==> src/flash_dec_pkg.sv <==
// Constants and types shared by the flash instruction decoder
package flash_dec_pkg;
    // Low-order instruction addresses (only A11..A0 take part)
    localparam logic [11:0] CMD_ADDR_A   = 12'haaa;
    localparam logic [11:0] CMD_ADDR_B   = 12'h554;
    localparam logic [11:0] ID_ADDR      = 12'h002;
    localparam logic [11:0] PROT_ADDR    = 12'h004;
    // Instruction and confirmation bytes
    localparam logic [7:0]  UNLOCK1_DATA = 8'haa;
    localparam logic [7:0]  UNLOCK2_DATA = 8'h55;
    localparam logic [7:0]  AUTOSEL_CMD  = 8'h90;
    localparam logic [7:0]  PROGRAM_CMD  = 8'ha0;
    localparam logic [7:0]  ERASE_CMD    = 8'h80;
    localparam logic [7:0]  SECTOR_CMD   = 8'h30;
    localparam logic [7:0]  BULK_CMD     = 8'h10;
    localparam logic [7:0]  SUSPEND_CMD  = 8'hb0;
    localparam logic [7:0]  RESET_CMD    = 8'hf0;
    localparam logic [7:0]  BYPASS_CMD   = 8'h20;
    localparam logic [7:0]  BYP_EXIT_CMD = 8'h00;
    // Status word bit positions
    localparam int          POLL_BIT     = 7;
    localparam int          TOGGLE_BIT   = 6;
    localparam int          ERROR_BIT    = 5;
    localparam int          ERASE_TO_BIT = 3;
    // Reset values
    localparam logic [15:0] RDATA_RST    = 16'h0000;
    // Timing: longest times round down to whole cycles
    localparam int          CLK_PERIOD_NS = 25;
    localparam int          BYTE_TO_NS    = 100000;
    localparam int          ERASE_WIN_NS  = 80000;
    localparam int          BYTE_TO_CYC   = BYTE_TO_NS / CLK_PERIOD_NS;
    localparam int          ERASE_WIN_CYC = ERASE_WIN_NS / CLK_PERIOD_NS;
    // Decoder states, one-hot
    typedef enum logic [13:0] {
        ST_READ    = 14'h0001,
        ST_UNL1    = 14'h0002,
        ST_UNL2    = 14'h0004,
        ST_ID      = 14'h0008,
        ST_PROG    = 14'h0010,
        ST_ERA3    = 14'h0020,
        ST_ERA4    = 14'h0040,
        ST_ERA5    = 14'h0080,
        ST_WIN     = 14'h0100,
        ST_BYP     = 14'h0200,
        ST_BYP_PRG = 14'h0400,
        ST_BYP_RST = 14'h0800,
        ST_BUSY    = 14'h1000,
        ST_SUSP    = 14'h2000
    } dec_state_e;
endpackage : flash_dec_pkg

==> src/flash_timer_if.sv <==
// Carrier between the decoder and its inter-byte timer
`timescale 1ns/1ps
`default_nettype none
interface flash_timer_if;
    logic restart;  // Pulse: a write byte was taken
    logic use_win;  // High: time the erase append window
    logic expired;  // Level: selected time has run out
    modport ctl (output restart, output use_win, input expired);
    modport tmr (input restart, input use_win, output expired);
endinterface : flash_timer_if
`default_nettype wire

==> src/flash_byte_timer.sv <==
// Inter-byte time-out and erase append window counter
`timescale 1ns/1ps
`default_nettype none
module flash_byte_timer #(
    parameter int TO_CYC  = 4000,
    parameter int WIN_CYC = 3200,
    parameter int CW      = 12
) (
    // Clock and reset
    input  wire logic i_ref_clk,
    input  wire logic i_rst_n,
    // Control from the decoder
    flash_timer_if.tmr tif
);
    // Saturating count would alias a limit at all-ones
    generate
        if (TO_CYC < 1 || WIN_CYC < 1 || TO_CYC >= 2**CW - 1 || WIN_CYC >= 2**CW - 1) begin : g_chk
            $error("flash_byte_timer: limits do not fit the counter");
        end
    endgenerate

    logic [CW-1:0] cnt;  // Cycles since the last byte
    wire  [CW-1:0] lim = tif.use_win ? CW'(WIN_CYC) : CW'(TO_CYC);

    // Restart on each byte, then count up and hold at the top
    always_ff @(posedge i_ref_clk or negedge i_rst_n) begin
        if (!i_rst_n) begin
            cnt <= '0;
        end else if (tif.restart) begin
            cnt <= '0;
        end else if (cnt != '1) begin
            cnt <= cnt + 1'b1;
        end
    end

    assign tif.expired = (cnt >= lim);
endmodule : flash_byte_timer
`default_nettype wire

==> src/flash_instruction_decoder.sv <==
// Flash instruction sequence decoder with status read path
`timescale 1ns/1ps
`default_nettype none
module flash_instruction_decoder
    import flash_dec_pkg::*;
#(
    parameter int          TO_CYC   = BYTE_TO_CYC,
    parameter int          WIN_CYC  = ERASE_WIN_CYC,
    parameter logic [7:0]  FLASH_ID = 8'h5a  // Arbitrary value
) (
    // Clock and reset
    input  wire logic        i_ref_clk,
    input  wire logic        i_rst_n,
    // Host bus
    input  wire logic [15:0] i_addr,
    input  wire logic [15:0] i_data,
    input  wire logic        i_low_byte_write_strobe_n,
    input  wire logic        i_rd_n,
    input  wire logic [7:0]  i_primary_sector_selects,
    input  wire logic [3:0]  i_secondary_sector_selects,
    output logic      [15:0] o_rdata,
    // Array side
    input  wire logic [15:0] i_array_rdata,
    input  wire logic        i_sector_protected,
    input  wire logic        i_op_done,
    input  wire logic        i_op_error,
    output logic             o_prog_start,
    output logic      [15:0] o_program_location,
    output logic      [15:0] o_program_word,
    output logic             o_erase_start,
    output logic             o_erase_bulk,
    output logic      [11:0] o_erase_sectors,
    output logic             o_suspend,
    output logic             o_target_secondary,
    // Status
    output logic             o_busy_indicator_pin,
    output logic             o_read_mode
);
    dec_state_e state;       // Decoder state
    dec_state_e next_state;  // Following state
    logic       wr_q;        // Write strobe, last cycle
    logic       rd_q;        // Read strobe, last cycle
    logic [15:0] addr_l;     // Address caught at strobe fall
    logic [11:0] sel_l;      // Selects caught at strobe fall
    logic       byp;         // Bypass mode remembered over busy
    logic       er_sec;      // Running operation is a sector erase
    logic       err;         // Error flag, cleared by F0h
    logic       tog;         // Toggle status bit
    logic       poll;        // Data bit being programmed

    flash_timer_if tif ();

    flash_byte_timer #(
        .TO_CYC  (TO_CYC),
        .WIN_CYC (WIN_CYC),
        .CW      (12)
    ) u_timer (
        .i_ref_clk (i_ref_clk),
        .i_rst_n   (i_rst_n),
        .tif       (tif)
    );

    // Strobe edges; strobes are synchronous to the clock
    wire wr_fall = wr_q & ~i_low_byte_write_strobe_n;
    wire wr_rise = ~wr_q & i_low_byte_write_strobe_n;
    wire rd_fall = rd_q & ~i_rd_n;
    // A write counts only when a sector select was high
    wire wr_ok   = wr_rise & (|sel_l);
    // Live target for reads
    wire sel_p   = |i_primary_sector_selects;
    wire sel_s   = |i_secondary_sector_selects;

    // Command decode on the low twelve address bits
    wire [7:0] cmd = i_data[7:0];
    wire at_a  = (addr_l[11:0] == CMD_ADDR_A);
    wire at_b  = (addr_l[11:0] == CMD_ADDR_B);
    wire even  = ~addr_l[0];
    wire c_aa  = at_a && cmd == UNLOCK1_DATA;
    wire c_55  = at_b && cmd == UNLOCK2_DATA;
    wire c_90a = at_a && cmd == AUTOSEL_CMD;
    wire c_a0a = at_a && cmd == PROGRAM_CMD;
    wire c_80a = at_a && cmd == ERASE_CMD;
    wire c_20a = at_a && cmd == BYPASS_CMD;
    wire c_10a = at_a && cmd == BULK_CMD;
    wire c_30  = cmd == SECTOR_CMD;
    wire c_30e = even && cmd == SECTOR_CMD;
    wire c_b0e = even && cmd == SUSPEND_CMD;
    wire c_f0e = even && cmd == RESET_CMD;
    wire c_a0e = even && cmd == PROGRAM_CMD;
    wire c_90e = even && cmd == AUTOSEL_CMD;
    wire c_00e = even && cmd == BYP_EXIT_CMD;

    // States in which the inter-byte time-out applies
    wire in_seq = state inside {ST_UNL1, ST_UNL2, ST_PROG, ST_ERA3,
                                ST_ERA4, ST_ERA5, ST_BYP_PRG, ST_BYP_RST};
    wire tmo    = tif.expired;
    assign tif.restart = wr_ok;
    assign tif.use_win = (state == ST_WIN);

    // Starts of embedded operations
    wire start_prog = wr_ok && (state inside {ST_PROG, ST_BYP_PRG});
    wire start_bulk = wr_ok && state == ST_ERA5 && c_10a;
    wire start_sec  = !wr_ok && state == ST_WIN && tmo;
    wire add_sec    = wr_ok && c_30 && (state inside {ST_ERA5, ST_WIN});

    // Next-state decode of the instruction sequences
    always_comb begin
        next_state = state;
        unique case (state)
            ST_READ: begin
                if (wr_ok && c_aa) next_state = ST_UNL1;
            end
            ST_UNL1: begin
                if (wr_ok) next_state = c_55 ? ST_UNL2 : ST_READ;
            end
            ST_UNL2: begin
                if (wr_ok) begin
                    if (c_90a)      next_state = ST_ID;
                    else if (c_a0a) next_state = ST_PROG;
                    else if (c_80a) next_state = ST_ERA3;
                    else if (c_20a) next_state = ST_BYP;
                    else            next_state = ST_READ;
                end
            end
            // Any write leaves the ID view; F0h is the proper one
            ST_ID: begin
                if (wr_ok) next_state = ST_READ;
            end
            ST_PROG: begin
                if (wr_ok) next_state = ST_BUSY;
            end
            ST_ERA3: begin
                if (wr_ok) next_state = c_aa ? ST_ERA4 : ST_READ;
            end
            ST_ERA4: begin
                if (wr_ok) next_state = c_55 ? ST_ERA5 : ST_READ;
            end
            ST_ERA5: begin
                if (wr_ok) begin
                    if (c_10a)     next_state = ST_BUSY;
                    else if (c_30) next_state = ST_WIN;
                    else           next_state = ST_READ;
                end
            end
            // Append window: more 30h bytes extend the sector list
            ST_WIN: begin
                if (wr_ok)    next_state = c_30 ? ST_WIN : ST_READ;
                else if (tmo) next_state = ST_BUSY;
            end
            ST_BYP: begin
                if (wr_ok && c_a0e)      next_state = ST_BYP_PRG;
                else if (wr_ok && c_90e) next_state = ST_BYP_RST;
            end
            ST_BYP_PRG: begin
                if (wr_ok) next_state = ST_BUSY;
            end
            ST_BYP_RST: begin
                if (wr_ok) next_state = c_00e ? ST_READ : ST_BYP;
            end
            // Error holds here with the pin ready until F0h
            ST_BUSY: begin
                if (err) begin
                    if (wr_ok && c_f0e) next_state = ST_READ;
                end else if (i_op_error) begin
                    next_state = ST_BUSY;
                end else if (i_op_done) begin
                    next_state = byp ? ST_BYP : ST_READ;
                end else if (wr_ok && c_b0e && er_sec) begin
                    next_state = ST_SUSP;
                end
            end
            ST_SUSP: begin
                if (wr_ok && c_30e) next_state = ST_BUSY;
            end
            default: next_state = ST_READ;
        endcase
        // Stalled sequences fall back to plain reads
        if (in_seq && tmo && !wr_ok) next_state = ST_READ;
    end

    // State register; reset lands in read mode
    always_ff @(posedge i_ref_clk or negedge i_rst_n) begin
        if (!i_rst_n) begin
            state <= ST_READ;
        end else begin
            state <= next_state;
        end
    end

    // Strobe history and address capture on the falling strobe
    always_ff @(posedge i_ref_clk or negedge i_rst_n) begin
        if (!i_rst_n) begin
            wr_q   <= 1'b1;
            rd_q   <= 1'b1;
            addr_l <= '0;
            sel_l  <= '0;
        end else begin
            wr_q <= i_low_byte_write_strobe_n;
            rd_q <= i_rd_n;
            if (wr_fall) begin
                addr_l <= i_addr;
                sel_l  <= {i_secondary_sector_selects, i_primary_sector_selects};
            end
        end
    end

    // Mode flags kept across the busy phase
    always_ff @(posedge i_ref_clk or negedge i_rst_n) begin
        if (!i_rst_n) begin
            byp    <= 1'b0;
            er_sec <= 1'b0;
            err    <= 1'b0;
        end else begin
            if (next_state inside {ST_BYP, ST_BYP_PRG, ST_BYP_RST}) byp <= 1'b1;
            else if (next_state == ST_READ) byp <= 1'b0;
            if (start_sec) er_sec <= 1'b1;
            else if (start_prog || start_bulk || next_state == ST_READ) er_sec <= 1'b0;
            // A failure report outranks a clear in the same cycle
            if (state == ST_BUSY && i_op_error) err <= 1'b1;
            else if (next_state == ST_READ) err <= 1'b0;
        end
    end

    // Operation requests to the embedded algorithm
    always_ff @(posedge i_ref_clk or negedge i_rst_n) begin
        if (!i_rst_n) begin
            o_prog_start       <= 1'b0;
            o_program_location <= '0;
            o_program_word     <= '0;
            o_erase_start      <= 1'b0;
            o_erase_bulk       <= 1'b0;
            o_erase_sectors    <= '0;
            o_target_secondary <= 1'b0;
            poll               <= 1'b0;
        end else begin
            o_prog_start  <= start_prog;
            o_erase_start <= start_bulk || start_sec;
            if (start_prog) begin
                o_program_location <= addr_l;
                o_program_word     <= i_data;
                poll               <= i_data[POLL_BIT];
            end
            if (start_bulk) o_erase_bulk <= 1'b1;
            else if (start_prog || add_sec) o_erase_bulk <= 1'b0;
            if (add_sec) o_erase_sectors <= o_erase_sectors | sel_l;
            else if (state == ST_READ) o_erase_sectors <= '0;
            // Secondary only when none of the primary selects is high
            if (wr_ok) o_target_secondary <= ~(|sel_l[7:0]);
        end
    end

    // Status word returned while an operation is under way
    wire        erasing = o_erase_bulk || er_sec;
    wire [15:0] status  = (16'h0001 << ERASE_TO_BIT) * erasing
                        | (16'h0001 << ERROR_BIT) * err
                        | (16'h0001 << TOGGLE_BIT) * tog
                        | (16'h0001 << POLL_BIT) * (~erasing & ~poll);
    wire        id_view = (state == ST_ID);
    wire [15:0] rd_mux  =
        (state == ST_BUSY) ? status :
        (id_view && i_addr[11:0] == ID_ADDR && sel_p && !sel_s) ? {8'h00, FLASH_ID} :
        (id_view && i_addr[11:0] == PROT_ADDR) ? {15'h0000, i_sector_protected} :
        i_array_rdata;

    // Read data, toggle bit and pin outputs
    always_ff @(posedge i_ref_clk or negedge i_rst_n) begin
        if (!i_rst_n) begin
            o_rdata              <= RDATA_RST;
            tog                  <= 1'b0;
            o_suspend            <= 1'b0;
            o_busy_indicator_pin <= 1'b1;
            o_read_mode          <= 1'b1;
        end else begin
            if (rd_fall && (sel_p || sel_s)) begin
                o_rdata <= rd_mux;
                if (state == ST_BUSY && !err) tog <= ~tog;
            end
            o_suspend            <= (next_state == ST_SUSP);
            o_busy_indicator_pin <= !(next_state == ST_BUSY && !err);
            o_read_mode          <= (next_state == ST_READ);
        end
    end
endmodule : flash_instruction_decoder
`default_nettype wire

==> config.mk <==
export PLATFORM = sky130hd
export DESIGN_NAME = flash_instruction_decoder
export DESIGN_NICKNAME = d
export VERILOG_FILES = /design/src/flash_dec_pkg.sv /design/src/flash_timer_if.sv /design/src/flash_byte_timer.sv /design/src/flash_instruction_decoder.sv
export SDC_FILE = /design/constraint.sdc
export NUM_CORES = 1
export LEC_CHECK = 0
export ABC_AREA = 1
export BUFFER_PORTS_ARGS = -buffer_cell sky130_fd_sc_hd__buf_2
export CORE_UTILIZATION = 50
export CTS_CLUSTER_SIZE = 28
export DETAILED_ROUTE_END_ITERATION = 12
export GPL_ROUTABILITY_DRIVEN = 0
export PLACE_DENSITY = 0.84
export SLEW_MARGIN = 25
export SYNTH_ARGS = -nofsm -noshare
export SYNTH_HDL_FRONTEND = slang
export SYNTH_HIERARCHICAL = 1
export SYNTH_SLANG_ARGS = --single-unit
==> constraint.sdc <==
create_clock -name i_ref_clk -period 2.7 [get_ports i_ref_clk]
set_clock_uncertainty 0.05 [all_clocks]
set_input_delay 0.54 -clock i_ref_clk [delete_from_list [all_inputs] [get_ports i_ref_clk]]
set_output_delay 0.54 -clock i_ref_clk [all_outputs]
set_load 0.05 [all_outputs]
==> run_results.csv <==
group,metric,value,unit
run_status,status,"finished clean",
pwr,p_total,4.90,mW
layout,seqCellArea,3180,sq um
timing,setup_viol,0,
yosys,synth-compound-area-share,9.93,%
global_route,grt_pass1_wl,28100,um
worst_setup_path,arrival,2.91,ns
layout,syn_to_final_growth,27.3,%
timing,worst_pin_slew,0.674,ns
pwr,p_switching,1.30,mW
floorplan,io-pin-count,134,
worst_setup_path,cp-end-kind,"flip-flop",
detailed_routing,drtPass1Iterations,5,
detailed_routing,drt_iter0_drc,533,
yosys,synth_cells,864,
yosys,synthMuxAreaShare,0.151,%
yosys,synthXorXnorAreaFrac,0.132,%
clocking,clk_latency,0.42,ns
timing,maxSlewHeadroom,54.9,%
yosys,ys_seq_elements,127,
clocking,cts_sinks,127,
yosys,avgSynthCellArea,7.67,sq um
floorplan,core_area,12800,sq um
pwr,p_int,3.60,mW
timing,hold_viol,0,
yosys,synthesis.nets,936,
yosys,synth_top_family_by_area,"simple AND/OR/NAND/NOR gates",
yosys,yosys.area_share.simple,32.0,%
global_route,antenna_found_initial,0,
timing,rsz0062_at_grt,"yes",
detailed_routing,post-route-drc-count,0,
detailed_routing,route.vias.total,6354,
yosys,syn_area,6630,sq um
pwr,p_seq_share,42.4,%
worst_setup_path,required,2.95,ns
layout,multi_input_area,3000,sq um
global_route,grt_pass1_vias,5913,
clocking,cts_root_buffer,"clkbuf_16",
placed_design,postPlaceCellArea,7650,sq um
flow_run,drv_cap,0,
worst_setup_path,critPathMaxFanout,4,
layout,nNetsFinal,1101,
placed_design,port-buffer-count,133,
floorplan,die_h,117,um
hold_path,hold_path_class,"input port to asynchronous set/reset pin",
timing,period_minus_slack,2.67,ns
placed_design,dpl.hpwl,12600,um
layout,fillers,1038,
worst_setup_path,crit_path_start_kind,"flip-flop",
pwr,power_density,581,nW/um^2
floorplan,rows,41,
layout,drive_above_1_share,27.4,%
yosys,yosysUniqueCellTypes,47,
global_route,grt_max_degree,40,
yosys,yosysWarnings,6,
pwr,combPwrFrac,11.2,%
global_route,grt_util_all_layers,27.3,%
detailed_routing,via_per_inst,5.23,
floorplan,die_w,117,um
pwr,p_sw_share,26.5,%
clocking,clk_pin_slew_worst_paths,0.06,ns
clocking,cts_tree,"yes",
detailed_routing,ant_nets,0,
clocking,htreeDepth,4,
pwr,p_clk_share,46.4,%
timing,maxSlewViolCount,0,
clocking,cts_buffers,17,
global_route,grt_overflow_total,0,
layout,finalInstanceArea,8430,sq um
floorplan,die-area,13700,sq um
yosys,synth_fa_ha_area_share,0.944,%
pwr,peakVddDrop,0.447,mV
pwr,leakagePower,4.57,nW
detailed_routing,wl_per_cell,14.5,um
layout,diodes,0,
floorplan,start_util,51.9,%
timing,max_freq,375,MHz
timing,post-route-period-util,98.8,%
yosys,synth-seq-area-share,48.1,%
worst_setup_path,critPathKind,"flip-flop to flip-flop",
detailed_routing,drt-total-wl,17600,um
clocking,cts_buffer_depth,2,
==> final cells by class <==
type | instances | share of cell area, %
Timing Repair Buffer | 166 | 11.3
Inverter | 128 | 5.76
Multi-Input combinational cell | 589 | 35.6
Tap cell | 172 | 2.55
Sequential cell | 127 | 37.8
Clock inverter | 8 | 1.26
Clock buffer | 24 | 5.71
==> synthesized netlist by cell type (all sizes together) <==
library cell	n	area (sq um)
nand2	251	975
inv	126	473
dfrtp	122	3050
nor2	110	544
o21ai	76	395
nand3	63	350
a21oi	31	159
nand4	16	115
buf	11	65.1
clkbuf	9	33.8
nor3	9	45.0
dfstp	5	131
ha	5	62.6
nand3b	5	41.3
or2	4	25.0
o211ai	3	22.5
a31oi	2	12.5
clkinv	2	7.51
o31ai	2	15.0
a21o	1	8.76
a41oi	1	8.76
and3	1	6.26
mux2i	1	10.0
nor3b	1	7.51
nor4	1	6.26
o21a	1	7.51
o21bai	1	7.51
o22ai	1	12.5
o41ai	1	8.76
or4	1	7.51
xnor2	1	8.76
==> routing by layer <==
layer	vias to the layer above	share of wire (%)	routed length (um)	track usage (%)
met5	-	0	0	0
met4	0	3.6	627	13.5
met3	56	6.5	1140	6.13
met2	262	48	8410	43.4
met1	2959	42	7460	35.5
li1	3077	-	-	-
==> registers in the layout, summed over array words and instances, names as in the netlist, 12 cells and up <==
register / flops
o_erase_sectors: 12
o_program_location: 16
state: 14
u_timer/cnt: 12
o_program_word: 16
addr_l: 16
o_rdata: 16
sel_l: 12
==> logic make-up after synthesis <==
| logic type | after synthesis |
|---|---|
| buffers and inverters | 148 |
| DFF | 127 |
| and+or+nand+nor | 462 |
| xor gates and xnor gates | 1 |
| adders and majority gates | 5 |
| muxes | 1 |
| AOI/OAI and AO/OA | 120 |
==> per-stage QoR <==
stage	util (%)	hold WS [ns]	worst slack (ns)	TNS, ns	instances
floorplan	-	0.194	0.116	0	864
global placement	59.9	0.408	0.0296	0	1176
detailed placement	59.9	0.410	-0.0670	-0.381	1176
CTS	64.8	0.0741	0.0100	0	1210
global route	66.0	0.0994	-0.147	-0.848	1214
finish	66.0	0.0628	0.0326	0	1214
==> final timing paths <==
kind                                               start                             end  slack [ns]  cells past startpoint
setup / recovery                      state[4]$_DFF_PN0_                 byp$_DFFE_PN0P_        0.03                     22
hold / removal                                   i_rst_n         o_rdata[10]$_DFFE_PN0P_        0.06                      1
setup reg to reg                      state[4]$_DFF_PN0_                 byp$_DFFE_PN0P_        0.03                     22
hold reg to reg            o_program_word[8]$_DFFE_PN0P_   o_program_word[8]$_DFFE_PN0P_        0.42                      2
max in group asynchronous                        i_rst_n  o_erase_sectors[0]$_DFFE_PN0P_        1.89                      2
min in group i_ref_clk                            i_rd_n                  rd_q$_DFF_PN1_        0.18                      1
==> critical path, stage by stage, from the launching register on <==
cell      delay (ns)
dfrtp_1         0.41
nor2_4          0.14
nand2_2         0.11
nor2_8          0.14
nand2_4         0.07
inv_4           0.07
inv_4           0.04
ha_4            0.24
nand2_2         0.05
nor3_2          0.12
nand3_1         0.09
o211ai_1        0.09
inv_1           0.09
nand3_1         0.08
nand3_1         0.06
nor2_1          0.11
nand2_1         0.11
nand2_4         0.12
nand3_2         0.07
nand2_1         0.07
nand2_1         0.06
nand2_2         0.06
nand4_1         0.07
==> cell usage in the layout, fill, tap and decap left out, types with 15 or more instances in the layout <==
cell       synthesis  layout
a21oi_1           30      26
buf_2              7     132
buf_4              2      30
clkbuf_16          0      17
dfrtp_1          122     122
inv_1            119     117
nand2_1          240     228
nand2_2           10      19
nand3_1           56      55
nand4_1           15      15
nor2_1            88      85
o21ai_0           65      65
==> power groups by stage <==
stage	Combinational (mW)	Clock, mW	Sequential, mW
floorplan	0.228	0	2.21
global placement	0.530	0	2.11
detailed placement	0.543	0	2.11
CTS	0.551	2.30	2.08
global route	0.609	2.39	2.09
finish	0.548	2.27	2.08
==> repair_timing <==
action / CTS / global route
resized for setup: 5 / 31
endpoints found under the hold margin: 0 / 0
buffers inserted: 2 / 4
setup endpoints to repair: 10 / 16
pin swaps: 3 / 9
hold buffers: 0 / 0
(Power assumes the default switching activity.)
